File: src/hdl/scr_pkg.sv
// Purpose : shared constants and types for the synthesizer config registers
// Assumes : byte-wide management register port, one 125 MHz clock
// Notes   : multi-byte registers place the most significant byte first
//
// How it works
// - fourth synth runs at base value times multiple times eight, unsigned.
// - that product is further scaled by numerator over denominator of ratio.
// - ratio register: denominator in 15:0, numerator in 31:16, resets one-to-one.
// - two-bit field picks which of four PLLs drives the first synthesizer.
// - same PLL-select coding for synths two to four in bits 3:2, 5:4, 7:6.
// - enable bit n turns on output of synthesizer n; cleared bit disables it.
// - per-PLL lock criterion: 01 1us/1s, 10 10us/1s, 11 10us/10s, 00 reserved.
package scr_pkg;

  // ----------------------------------------------------------------
  // register byte addresses
  // ----------------------------------------------------------------
  localparam logic [6:0] SCR_ADDR_MULT_HI  = 7'h6A;
  localparam logic [6:0] SCR_ADDR_MULT_LO  = 7'h6B;
  localparam logic [6:0] SCR_ADDR_RATIO_B3 = 7'h6C;
  localparam logic [6:0] SCR_ADDR_RATIO_B2 = 7'h6D;
  localparam logic [6:0] SCR_ADDR_RATIO_B1 = 7'h6E;
  localparam logic [6:0] SCR_ADDR_RATIO_B0 = 7'h6F;
  localparam logic [6:0] SCR_ADDR_ROUTING  = 7'h70;
  localparam logic [6:0] SCR_ADDR_OUT_EN   = 7'h71;
  localparam logic [6:0] SCR_ADDR_LOCK     = 7'h72;

  // ----------------------------------------------------------------
  // reset values and field layout
  // ----------------------------------------------------------------
  localparam logic [15:0] SCR_RST_MULT    = 16'h0798;
  localparam logic [31:0] SCR_RST_RATIO   = 32'h0001_0001;
  localparam logic [7:0]  SCR_RST_ROUTING = 8'hE4;
  localparam logic [7:0]  SCR_RST_OUT_EN  = 8'h03;
  localparam logic [7:0]  SCR_RST_LOCK    = 8'hAA;
  localparam int          SCR_DEN_LSB     = 0;
  localparam int          SCR_NUM_LSB     = 16;
  localparam int          SCR_SEL_W       = 2;
  localparam int          SCR_EN_W        = 4;
  localparam int          SCR_NUM_SYNTH   = 4;
  localparam int          SCR_NUM_PLL     = 4;
  localparam logic [2:0]  SCR_MULT_SHIFT  = 3'h0; // times eight = three zeros

  // ----------------------------------------------------------------
  // lock criterion decode and frequency limits
  // ----------------------------------------------------------------
  localparam logic [1:0] SCR_LOCK_RSVD   = 2'h0;
  localparam logic [1:0] SCR_LOCK_1US_1S = 2'h1;
  localparam logic [1:0] SCR_LOCK_10US_1S = 2'h2;
  localparam logic [3:0] SCR_LIMIT_FINE_US = 4'h1;
  localparam logic [3:0] SCR_LIMIT_WIDE_US = 4'hA;
  localparam logic [3:0] SCR_HOLD_SHORT_S  = 4'h1;
  localparam logic [3:0] SCR_HOLD_LONG_S   = 4'hA;
  localparam logic [50:0] SCR_FREQ_MIN_HZ  = 51'h0_0000_1DCD_6500;

  localparam int SCR_DIVD_W = 51;
  localparam int SCR_DIVS_W = 16;

  // management port request
  typedef struct packed {
    logic       wr;
    logic       rd;
    logic [6:0] addr;
    logic [7:0] wdata;
  } scr_req_t;

endpackage

File: src/hdl/scr_divider.sv
// Purpose : unsigned restoring divider, one quotient bit per clock
// Assumes : start only while idle; operands sampled at start
// Notes   : a zero divisor yields an all-ones quotient
`timescale 1ns/1ps
module scr_divider
  import scr_pkg::*;
(
  input  wire logic                  clk,
  input  wire logic                  sys_rst,
  input  wire logic                  start,
  input  wire logic [SCR_DIVD_W-1:0] dividend,
  input  wire logic [SCR_DIVS_W-1:0] divisor,
  output logic                       busy,
  output logic                       done,
  output logic [SCR_DIVD_W-1:0]      quotient
);

  logic [SCR_DIVS_W:0]   rem;
  logic [SCR_DIVS_W-1:0] den;
  logic [5:0]            cnt;

  // ----------------------------------------------------------------
  // one restoring step
  // ----------------------------------------------------------------
  wire logic [SCR_DIVS_W:0] shifted = {rem[SCR_DIVS_W-1:0],
                                       quotient[SCR_DIVD_W-1]};
  wire logic                fits    = shifted >= {1'b0, den};
  wire logic [SCR_DIVS_W:0] next_rem =
    fits ? shifted - {1'b0, den} : shifted;
  wire logic                last    = cnt == 6'(SCR_DIVD_W - 1);

  // quotient shifts in where the dividend shifts out
  always_ff @(posedge clk)
  begin
    if (sys_rst)
    begin
      rem      <= '0;
      den      <= '0;
      cnt      <= '0;
      busy     <= 1'b0;
      done     <= 1'b0;
      quotient <= '0;
    end
    else if (start && !busy)
    begin
      rem      <= '0;
      den      <= divisor;
      cnt      <= '0;
      busy     <= 1'b1;
      done     <= 1'b0;
      quotient <= dividend;
    end
    else
    begin
      done <= busy && last;
      if (busy)
      begin
        rem      <= next_rem;
        quotient <= {quotient[SCR_DIVD_W-2:0], fits};
        cnt      <= cnt + 6'h01;
        busy     <= !last;
      end
    end
  end

endmodule

File: src/hdl/scr_regs.sv
// Purpose : synthesizer routing, enable, lock criterion and fourth synth
//           frequency configuration registers
// Assumes : byte register port already decoded from the serial interface
// Notes   : frequency output trails a register change by about 53 clocks
`timescale 1ns/1ps
module scr_regs
  import scr_pkg::*;
(
  input  wire logic                  clk,
  input  wire logic                  sys_rst,
  input  wire scr_req_t              reg_req,
  output logic [7:0]                 reg_rdata,
  output logic                       reg_rvalid,
  input  wire logic [15:0]           base_frequency_value,
  output logic [SCR_NUM_SYNTH*SCR_SEL_W-1:0] synth_pll_select,
  output logic [SCR_EN_W-1:0]        synth_out_enable,
  output logic [SCR_NUM_PLL*2-1:0]   pll_lock_code,
  output logic [SCR_NUM_PLL*4-1:0]   pll_lock_limit_us,
  output logic [SCR_NUM_PLL*4-1:0]   pll_lock_hold_s,
  output logic [SCR_NUM_PLL-1:0]     pll_lock_code_reserved,
  output logic [SCR_DIVD_W-1:0]      fourth_synth_freq_hz,
  output logic                       fourth_synth_freq_valid,
  output logic                       fourth_synth_below_min,
  output logic                       fourth_synth_ratio_zero
);

  // ----------------------------------------------------------------
  // register storage
  // ----------------------------------------------------------------
  logic [15:0] synth3_base_multiple;
  logic [31:0] synth3_ratio_num_den;
  logic [7:0]  synth_pll_routing;
  logic [3:0]  synth_enable_bits;
  logic [7:0]  pll_lock_criterion;

  wire logic [15:0] fourth_synth_multiple_field = synth3_base_multiple;
  wire logic [15:0] fourth_synth_ratio_denominator =
    synth3_ratio_num_den[SCR_DEN_LSB +: 16];
  wire logic [15:0] fourth_synth_ratio_numerator =
    synth3_ratio_num_den[SCR_NUM_LSB +: 16];

  // reserved upper enable nibble is not stored, so it reads as reset
  wire logic [7:0] synth_output_enable =
    {SCR_RST_OUT_EN[7:4], synth_enable_bits};

  // write strobes per byte address
  wire logic wr_mult_hi = reg_req.wr && reg_req.addr == SCR_ADDR_MULT_HI;
  wire logic wr_mult_lo = reg_req.wr && reg_req.addr == SCR_ADDR_MULT_LO;
  wire logic wr_r3 = reg_req.wr && reg_req.addr == SCR_ADDR_RATIO_B3;
  wire logic wr_r2 = reg_req.wr && reg_req.addr == SCR_ADDR_RATIO_B2;
  wire logic wr_r1 = reg_req.wr && reg_req.addr == SCR_ADDR_RATIO_B1;
  wire logic wr_r0 = reg_req.wr && reg_req.addr == SCR_ADDR_RATIO_B0;
  wire logic wr_route = reg_req.wr && reg_req.addr == SCR_ADDR_ROUTING;
  wire logic wr_en    = reg_req.wr && reg_req.addr == SCR_ADDR_OUT_EN;
  wire logic wr_lock  = reg_req.wr && reg_req.addr == SCR_ADDR_LOCK;

  // ----------------------------------------------------------------
  // register writes
  // ----------------------------------------------------------------
  always_ff @(posedge clk)
  begin
    if (sys_rst)
    begin
      synth3_base_multiple <= SCR_RST_MULT;
      synth3_ratio_num_den <= SCR_RST_RATIO;
      synth_pll_routing    <= SCR_RST_ROUTING;
      synth_enable_bits    <= SCR_RST_OUT_EN[3:0];
      pll_lock_criterion   <= SCR_RST_LOCK;
    end
    else
    begin
      if (wr_mult_hi) synth3_base_multiple[15:8] <= reg_req.wdata;
      if (wr_mult_lo) synth3_base_multiple[7:0]  <= reg_req.wdata;
      if (wr_r3) synth3_ratio_num_den[31:24] <= reg_req.wdata;
      if (wr_r2) synth3_ratio_num_den[23:16] <= reg_req.wdata;
      if (wr_r1) synth3_ratio_num_den[15:8]  <= reg_req.wdata;
      if (wr_r0) synth3_ratio_num_den[7:0]   <= reg_req.wdata;
      if (wr_route) synth_pll_routing <= reg_req.wdata;
      if (wr_en) synth_enable_bits <= reg_req.wdata[3:0];
      if (wr_lock) pll_lock_criterion <= reg_req.wdata;
    end
  end

  // ----------------------------------------------------------------
  // read back
  // ----------------------------------------------------------------
  // unmapped addresses read zero
  wire logic [6:0] ra = reg_req.addr;
  wire logic [7:0] next_rdata =
    ra == SCR_ADDR_MULT_HI  ? synth3_base_multiple[15:8] :
    ra == SCR_ADDR_MULT_LO  ? synth3_base_multiple[7:0]  :
    ra == SCR_ADDR_RATIO_B3 ? synth3_ratio_num_den[31:24] :
    ra == SCR_ADDR_RATIO_B2 ? synth3_ratio_num_den[23:16] :
    ra == SCR_ADDR_RATIO_B1 ? synth3_ratio_num_den[15:8]  :
    ra == SCR_ADDR_RATIO_B0 ? synth3_ratio_num_den[7:0]   :
    ra == SCR_ADDR_ROUTING  ? synth_pll_routing :
    ra == SCR_ADDR_OUT_EN   ? synth_output_enable :
    ra == SCR_ADDR_LOCK     ? pll_lock_criterion : 8'h00;

  always_ff @(posedge clk)
  begin
    if (sys_rst)
    begin
      reg_rdata  <= 8'h00;
      reg_rvalid <= 1'b0;
    end
    else
    begin
      reg_rvalid <= reg_req.rd;
      if (reg_req.rd) reg_rdata <= next_rdata;
    end
  end

  // ----------------------------------------------------------------
  // routing, enables and lock criterion decode
  // ----------------------------------------------------------------
  // code n in each two-bit slot selects PLL n, passed straight through
  always_ff @(posedge clk)
  begin
    if (sys_rst)
    begin
      synth_pll_select <= SCR_RST_ROUTING;
      synth_out_enable <= SCR_RST_OUT_EN[3:0];
      pll_lock_code    <= SCR_RST_LOCK;
    end
    else
    begin
      synth_pll_select <= synth_pll_routing;
      synth_out_enable <= synth_enable_bits;
      pll_lock_code    <= pll_lock_criterion;
    end
  end

  // one decoder per PLL; reserved code reports no criterion at all
  wire logic [SCR_NUM_PLL*4-1:0] next_lock_limit_us;
  wire logic [SCR_NUM_PLL*4-1:0] next_lock_hold_s;
  wire logic [SCR_NUM_PLL-1:0]   next_lock_reserved;
  genvar g;
  generate
    for (g = 0; g < SCR_NUM_PLL; g++)
    begin : g_lock
      wire logic [1:0] code = pll_lock_criterion[2*g +: 2];
      wire logic       rsvd = code == SCR_LOCK_RSVD;
      assign next_lock_reserved[g] = rsvd;
      assign next_lock_limit_us[4*g +: 4] = rsvd ? 4'h0 :
        code == SCR_LOCK_1US_1S ? SCR_LIMIT_FINE_US : SCR_LIMIT_WIDE_US;
      assign next_lock_hold_s[4*g +: 4] = rsvd ? 4'h0 :
        (code == SCR_LOCK_1US_1S || code == SCR_LOCK_10US_1S) ?
        SCR_HOLD_SHORT_S : SCR_HOLD_LONG_S;
    end
  endgenerate

  // one process owns all lanes, so each output has a single driver
  always_ff @(posedge clk)
  begin
    if (sys_rst)
    begin
      pll_lock_limit_us      <= {SCR_NUM_PLL{SCR_LIMIT_WIDE_US}};
      pll_lock_hold_s        <= {SCR_NUM_PLL{SCR_HOLD_SHORT_S}};
      pll_lock_code_reserved <= '0;
    end
    else
    begin
      pll_lock_limit_us      <= next_lock_limit_us;
      pll_lock_hold_s        <= next_lock_hold_s;
      pll_lock_code_reserved <= next_lock_reserved;
    end
  end

  // ----------------------------------------------------------------
  // fourth synthesizer frequency
  // ----------------------------------------------------------------
  // the product stays exact in 51 bits, so no rounding before division
  wire logic [31:0] prod_bk =
    32'(base_frequency_value) * 32'(fourth_synth_multiple_field);
  wire logic [47:0] prod_bkm =
    48'(prod_bk) * 48'(fourth_synth_ratio_numerator);
  wire logic [SCR_DIVD_W-1:0] freq_dividend =
    {prod_bkm, SCR_MULT_SHIFT};

  logic [SCR_DIVD_W-1:0] last_dividend;
  logic [15:0]           last_divisor;
  logic                  have_result;
  logic                  div_busy;
  logic                  div_done;
  logic [SCR_DIVD_W-1:0] div_quotient;

  // a change mid-division is caught on the next pass, never lost
  wire logic settings_changed = !have_result ||
    freq_dividend != last_dividend ||
    fourth_synth_ratio_denominator != last_divisor;
  wire logic div_start = settings_changed && !div_busy && !div_done;

  scr_divider u_div
  (
    .clk      (clk),
    .sys_rst  (sys_rst),
    .start    (div_start),
    .dividend (freq_dividend),
    .divisor  (fourth_synth_ratio_denominator),
    .busy     (div_busy),
    .done     (div_done),
    .quotient (div_quotient)
  );

  always_ff @(posedge clk)
  begin
    if (sys_rst)
    begin
      last_dividend           <= '0;
      last_divisor            <= 16'h0000;
      have_result             <= 1'b0;
      fourth_synth_freq_hz    <= '0;
      fourth_synth_freq_valid <= 1'b0;
      fourth_synth_below_min  <= 1'b0;
      fourth_synth_ratio_zero <= 1'b0;
    end
    else
    begin
      if (div_start)
      begin
        last_dividend           <= freq_dividend;
        last_divisor            <= fourth_synth_ratio_denominator;
        have_result             <= 1'b1;
        fourth_synth_freq_valid <= 1'b0;
      end
      if (div_done)
      begin
        fourth_synth_freq_hz    <= div_quotient;
        fourth_synth_freq_valid <= !settings_changed;
        // host owns the range; flag only as a status aid
        fourth_synth_below_min  <= div_quotient < SCR_FREQ_MIN_HZ;
        fourth_synth_ratio_zero <= last_divisor == 16'h0000;
      end
    end
  end

endmodule

File: config.mk
export PLATFORM = sky130hd
export DESIGN_NAME = scr_regs
export DESIGN_NICKNAME = d
export VERILOG_FILES = /design/src/hdl/scr_pkg.sv /design/src/hdl/scr_divider.sv /design/src/hdl/scr_regs.sv
export SDC_FILE = /design/constraint.sdc
export NUM_CORES = 2
export LEC_CHECK = 0
export BUFFER_PORTS_ARGS = -buffer_cell sky130_fd_sc_hd__buf_2
export CORE_MARGIN = 1
export CORE_UTILIZATION = 60
export CTS_CLUSTER_DIAMETER = 150
export CTS_CLUSTER_SIZE = 28
export DETAILED_ROUTE_END_ITERATION = 10
export PLACE_DENSITY = 0.78
export SLEW_MARGIN = 20
export SYNTH_ARGS = -nofsm -noshare
export SYNTH_HDL_FRONTEND = slang
export SYNTH_SLANG_ARGS = --single-unit
File: constraint.sdc
create_clock -name clk -period 21.8 [get_ports clk]
set_input_delay 5.45 -clock clk [delete_from_list [all_inputs] [get_ports clk]]
set_output_delay 5.45 -clock clk [all_outputs]
set_load 0.05 [all_outputs]
# == Word level (Yosys, flattened, before mapping) ==
# Cells that the tools add are included.
# word_totals
out_inout_bits,119
wordCells,133
reg_bits,343
inputBits,35
# classes
multipliers,2
eq_ne,20
mux,32
n_lt_le_gt_ge,2
reduce_logical,36
add_sub_neg,2
# op_table
op,n
2-to-1 mux 51 bit,2
2-to-1 mux 8 bit,9
equality test 7 bit (second input constant),9
< comparator 51 x 29 -> 1 bit (second input constant),1
multiplier 32 x 16 -> 48 bit,1
2-to-1 mux 4 bit,12
inequality test 48 bit,1
multiplier 16 x 16 -> 32 bit,1
>= comparator 17 x 16 -> 1 bit,1
logical NOT 16 bit,1
2-to-1 mux 16 bit,1
inequality test 16 bit,1
subtractor 16 bit,1
logical AND 1 bit,13
OR reduction 2 bit,5
equality test 2 x 1 -> 1 bit (second input constant),4
equality test 2 bit (second input constant),4
logical NOT 2 bit,4
2-to-1 mux 1 bit,8
adder 6 x 1 -> 6 bit (second input constant),1
equality test 6 bit (second input constant),1
logical OR 1 bit,6
logical NOT 1 bit,5
nonzero test 2 bit,2

# == Depth between registers and ports, before layout ==
# depth
ltp_word,10
mapped_depth,56
depth_no_buf,50

# == Hierarchy ==
# A second synthesis with hierarchy kept.
# unflattened
hier_cells,5019
area_unflattened_um2,42172.9
# by_module_without_submodules
module,n_inst,area_each_um2,seq_area_each_um2,cells_per_inst
scr_regs,1,37245.7,4724.5,4406
scr_divider,1,4927.2,1821.7,613

# == Least setup slack after synthesis ==
# Ideal clock, no wire load.
# synth_path
path_kind,input port to flip-flop
start,input port base_frequency_value[12]
end,register u_div.quotient[29]
setup_slack_ns,3.417
t_required_ns,21.680
arrival_ns,18.264
path_stages,48
setup_ns,0.120
n_path_buf,6
cell_sequence,clkbuf_1 > nand2_1 > fa_1 > fa_1 > fa_1 > fa_1 > fa_1 > fa_1 > inv_1 > ha_1 > a21o_1 > a21oi_1 > o21bai_1 > a21o_1 > a21o_1 > a21o_1 > a2111oi_0 > o31ai_1 > (+12 left out) > fa_1 > inv_1 > ha_1 > buf_2 > nand4_2 > or3_1 > or4_1 > o211ai_2 > nor2b_1 > or4b_1 > nor4_1 > nand4_1 > o41ai_2 > buf_4 > buf_8 > buf_6 > nor2_1 > o31a_1
# synth_via
elab_chain_cells,9
word_cells_on_any_way,10
classes_between,mul (2); eq/ne (1); mux (1); reduce/logical (6)
# synth_rtl
element,line_no,rtl
"start, declared",scr_regs.sv:14,"input wire logic [15:0] base_frequency_value,"
multiplier 16 x 16 -> 32 bit (*),scr_regs.sv:175,32'(base_frequency_value) * 32'(fourth_synth_multiple_field);
multiplier 32 x 16 -> 48 bit (*),scr_regs.sv:177,48'(prod_bk) * 48'(fourth_synth_ratio_numerator);
inequality test 48 bit,scr_regs.sv:190,freq_dividend != last_dividend ||
logical OR 1 bit,scr_regs.sv:189,wire logic settings_changed = !have_result ||
logical OR 1 bit,scr_regs.sv:190,
logical AND 1 bit (2 in a row),scr_regs.sv:192,wire logic div_start = settings_changed && !div_busy && !div_done;
logical AND 1 bit,scr_divider.sv:44,else if (start && !busy)
2-to-1 mux 51 bit / nonzero test 2 bit (equally long branches),-,
"end signal, assigned",scr_divider.sv:51,quotient <= dividend;
"end signal, assigned",scr_divider.sv:59,"quotient <= {quotient[SCR_DIVD_W-2:0], fits};"
"end, declared",scr_divider.sv:15,output logic [SCR_DIVD_W-1:0] quotient
# Mark *: on every way between the ends. The rest lies on a longest branch, timed or not.
# A chain may end at the register's enable or synchronous reset.

# == Worst setup path in the final report ==
# layout_path
start,input port base_frequency_value[11]
end,register u_div.quotient[28]
# Same word-level chain as after synthesis.

==> impl_summary.txt <==
----------------------------------------------------
[CTS]
  Longest Clk Path Bufs ... 3
  Post-CTS clock slew at the launch and capture registers of the worst setup and hold paths ... 0.11 ns
  Total number of H-tree levels ... 1
  Total CTS buffers ... 15
  Clock tree from TritonCTS ... built
  Number of buffers inserted for hold repair after clock tree synthesis ... 0
  Root buffer cell ... clkbuf_16
  Clock network latency to the later pin of the worst-skew pair ... 0.52 ns
  TritonCTS sink count ... 327
  Post-CTS setup buffer count ... 0
  Gates resized, CTS repair ... 0

[Setup path]
  Crit-path most repeated cell ... fa_1
  R2R Setup Slk ... 6.26 ns
  Reg2Reg Launch Point ... fourth_synth_multiple_field[2]
  End point of the critical path ... u_div.quotient[28]
  Depth of the worst register-to-register path ... 46
  Max incr delay on CP ... 0.93 ns
  Crit. Startpoint ... base_frequency_value[11]
  Data required time of the critical path ... 22.22 ns
  Endpoint of the worst register-to-register path ... u_div.quotient[28]
  Critical path's slowest cell ... o41ai_4
  Start-to-end type of the worst setup path ... primary input to register
  Startpoint types ... primary input
  Type of destination of the critical path ... register
  Worst Path Max Fanout ... 35
  Data arrival time of the critical path ... 20.19 ns

[Synth]
  Post-synthesis instance total ... 4595
  Cells taking the most area after synthesis ... fa_1 31%, dfxtp_1 16%, ha_1 7.8%
  Synth warn ... 0
  Proportion of synthesized chip area in sequential cells ... 0.1636
  Main synth FF type ... dfxtp_1
  Post-Syn Area per Cell ... 8.706 um^2
  Leading area contributor after synthesis ... fa_1
  EDFF count, synth ... 0
  Ys async rst share ... 0
  Flip-flop and latch count after synthesis ... 327
  Cell area after technology mapping ... 40000 um^2
  Library cells used by synthesis ... 101
  Area share of the leading cell type in the synthesized netlist ... 0.3068

[Min path]
  Class of the most critical hold timing path ... register to register
  HP Start ... fourth_synth_multiple_field[0]

[Placement]
  Post-DP Area ... 41180 um^2
  Number of buffers inserted by port buffering ... 145
  Routability Congestion ... 0.9800
  Estimated wirelength of the detail-placed design ... 80060 um

[Floorplanning]
  IO Count ... 154
  Width of the die ... 260.2 um
  Initial Utilization ... 0.6074
  Height of the chip ... 260.2 um
  Cell row count ... 94
  Die Footprint ... 67710 um^2
  Core area ... 65860 um^2

[Layout]
  Final instance area ... 41610 um^2
  Area delta synth->final ... 4.006%
  Proportion of layout cells with a drive suffix above 1 ... 0.07482
  Total of fill cells in the finished design ... 5462
  Most common library cell in the layout ignoring fill and taps ... inv_1
  Most used cells in the layout excluding fill and tap cells ... 706 x inv_1, 694 x nand2_1, 613 x fa_1
  Final net count ... 5428

[GRT]
  Remaining Overflow, GRT ... 0
  Aggregate global-route resource usage ... 0.3115
  First-pass GRT wire length ... 169800 um
  Number of global-route vias before repair ... 32470
  Largest net degree at the start of global routing ... 99
  Initial antenna violation count ... 1

[Routing]
  Routed via count divided by cell count ... 5.933
  WL per Instance ... 19.10 um
  Routed Wire Length ... 103000 um
  Starting DRC count in detailed routing ... 2815
  DR vias ... 32020
  Antenna Violating Nets Remaining ... 0
  Drc violations ... 0
  1st-pass router iterations ... 6

[Pwr]
  Leakage component of the power ... 18.92 nW
  Power density over the cells ... 109.4 nW/um^2
  Total Power Consumption ... 0.004553 W
  Worst-case vdd ir drop ... 0.2373 mV

[STA]
  Tcrit/Tclk final ... 0.9070
  Worst clock skew on the final layout ... 0.01735 ns
  Achievable frequency ... 0.05057 GHz
  Final Slew Violations ... 0
  Number of endpoints failing setup at the final stage ... 0
  Post-layout min period ... 19.77 ns
  Worst hold slack ... 0.4870 ns
  RSZ-0062 raised after global routing ... false
  Tightest slew margin relative to the limit ... 0.2366
  Setup Total Neg Slack ... 0 ns
  Final hold viol count ... 0
  Slew @ Worst Pin ... 1.140 ns

[Job]
  Number of max-cap violations ... 0

[Outcome]
  Run status ... complete, no violations

----------------------------------------------------
## cell type report
class | instances | area (um^2) | area share
Sequential cell | 327 | 6555 | 0.1575
Multi-Input combinational cell | 3278 | 29760 | 0.7154
Timing Repair Buffer | 199 | 1144 | 0.02749
Clock inverter | 2 | 17.52 | 0.0004210
Clock buffer | 16 | 379.1 | 0.009112
Tap cell | 864 | 1081 | 0.02598
Inverter | 709 | 2664 | 0.06402
Antenna cell | 1 | 2.502 | 0.00006014
## how the worst min path moves through the flow
stage | end | slack (ns) | cells after the start
4_1_cts | synth_pll_routing[3] | 0.48 | 2
2_1_floorplan | synth_out_enable[0] | 0.44 | 1
3_3_place_gp | have_result | 0.45 | 1
6_report | fourth_synth_multiple_field[0] | 0.49 | 2
3_5_place_dp | synth_pll_routing[3] | 0.46 | 2
5_1_grt | u_div.quotient[2] | 0.50 | 2
## cells in the mapped netlist (9+ instances only)
cell and count:
nor2_1 207, xnor2_1 89, mux2i_1 102, a22o_1 9
a311oi_2 29, a311oi_1 12, and3_1 29, xor2_1 39
nor4_1 36, buf_1 18, a211oi_1 15, or2_2 17
o21bai_1 11, o31ai_1 24, a31o_2 12, o211ai_1 15
nor3_1 53, fa_1 613, and2_1 292, a21o_1 31
o2bb2ai_1 9, nand3b_1 11, inv_1 706, clkbuf_1 215
a22oi_1 9, nand4_1 41, buf_2 25, nand2b_1 39
nor2b_1 28, buf_4 22, ha_1 250, o21a_1 15
nand3_1 91, nand2_1 694, a31oi_1 11, a21oi_1 157
dfxtp_1 327, o21ai_0 114
## critical path: cells and delay by family
kind	cells	cell delay [ns]
simple gates	9	2.30
compound gates	15	3.92
xor+xnor	1	0.22
fa+ha+maj	14	6.91
buf+inv	8	1.34
## registers in the layout, summed over array words and instances (netlist names), 4 cells and up
name and count:
fourth_synth_multiple_field 16, synth_enable_bits 4, pll_lock_criterion 8, pll_lock_limit_us 8, pll_lock_hold_s 8, pll_lock_code_reserved 4, synth_out_enable 4, pll_lock_code 8
u_div.quotient 51, last_dividend 48, u_div.den 16, fourth_synth_freq_hz 51, synth3_ratio_num_den 32, reg_rdata 8, last_divisor 16, u_div.rem 16
u_div.cnt 6, synth_pll_routing 8, synth_pll_select 8
## logic make-up (layout without fill, tap and decap cells)
family,after synthesis,in the layout,synth area share
mux,108,108,0.02721
other cells,1,9,0.00009374
fa+ha+maj,863,863,0.3849
simple gates,1582,1582,0.1892
xor+xnor,137,137,0.03312
compound gates,580,580,0.1043
buf+inv,997,926,0.09752
flops,327,327,0.1636
## through the flow
step / std cells / worst slack (ns) / util
2_1_floorplan: 4602 / 3.417 / -
3_3_place_gp: 5377 / 1.881 / 0.6250
3_5_place_dp: 5377 / 1.754 / 0.6253
4_1_cts: 5395 / 2.240 / 0.6313
5_1_grt: 5396 / 1.108 / 0.6317
6_report: 5396 / 2.027 / 0.6317
## layer usage
metal / vias up / routed length [um] / GRT usage
met5: - / 0 / 0
met4: 0 / 3616 / 0.1019
met3: 285 / 7363 / 0.04113
met2: 1388 / 49920 / 0.5225
met1: 15950 / 42150 / 0.4167
li1: 14400 / - / -
## report_power, final
part	switching, W	leakage (nW)	internal (W)
combinational	0.00236	16.1	0.00118
clock	0.000191	0.195	0.000128
sequential	0.0000451	2.66	0.000645
total	0.00260	18.9	0.00196
(Power assumes the default switching activity.)
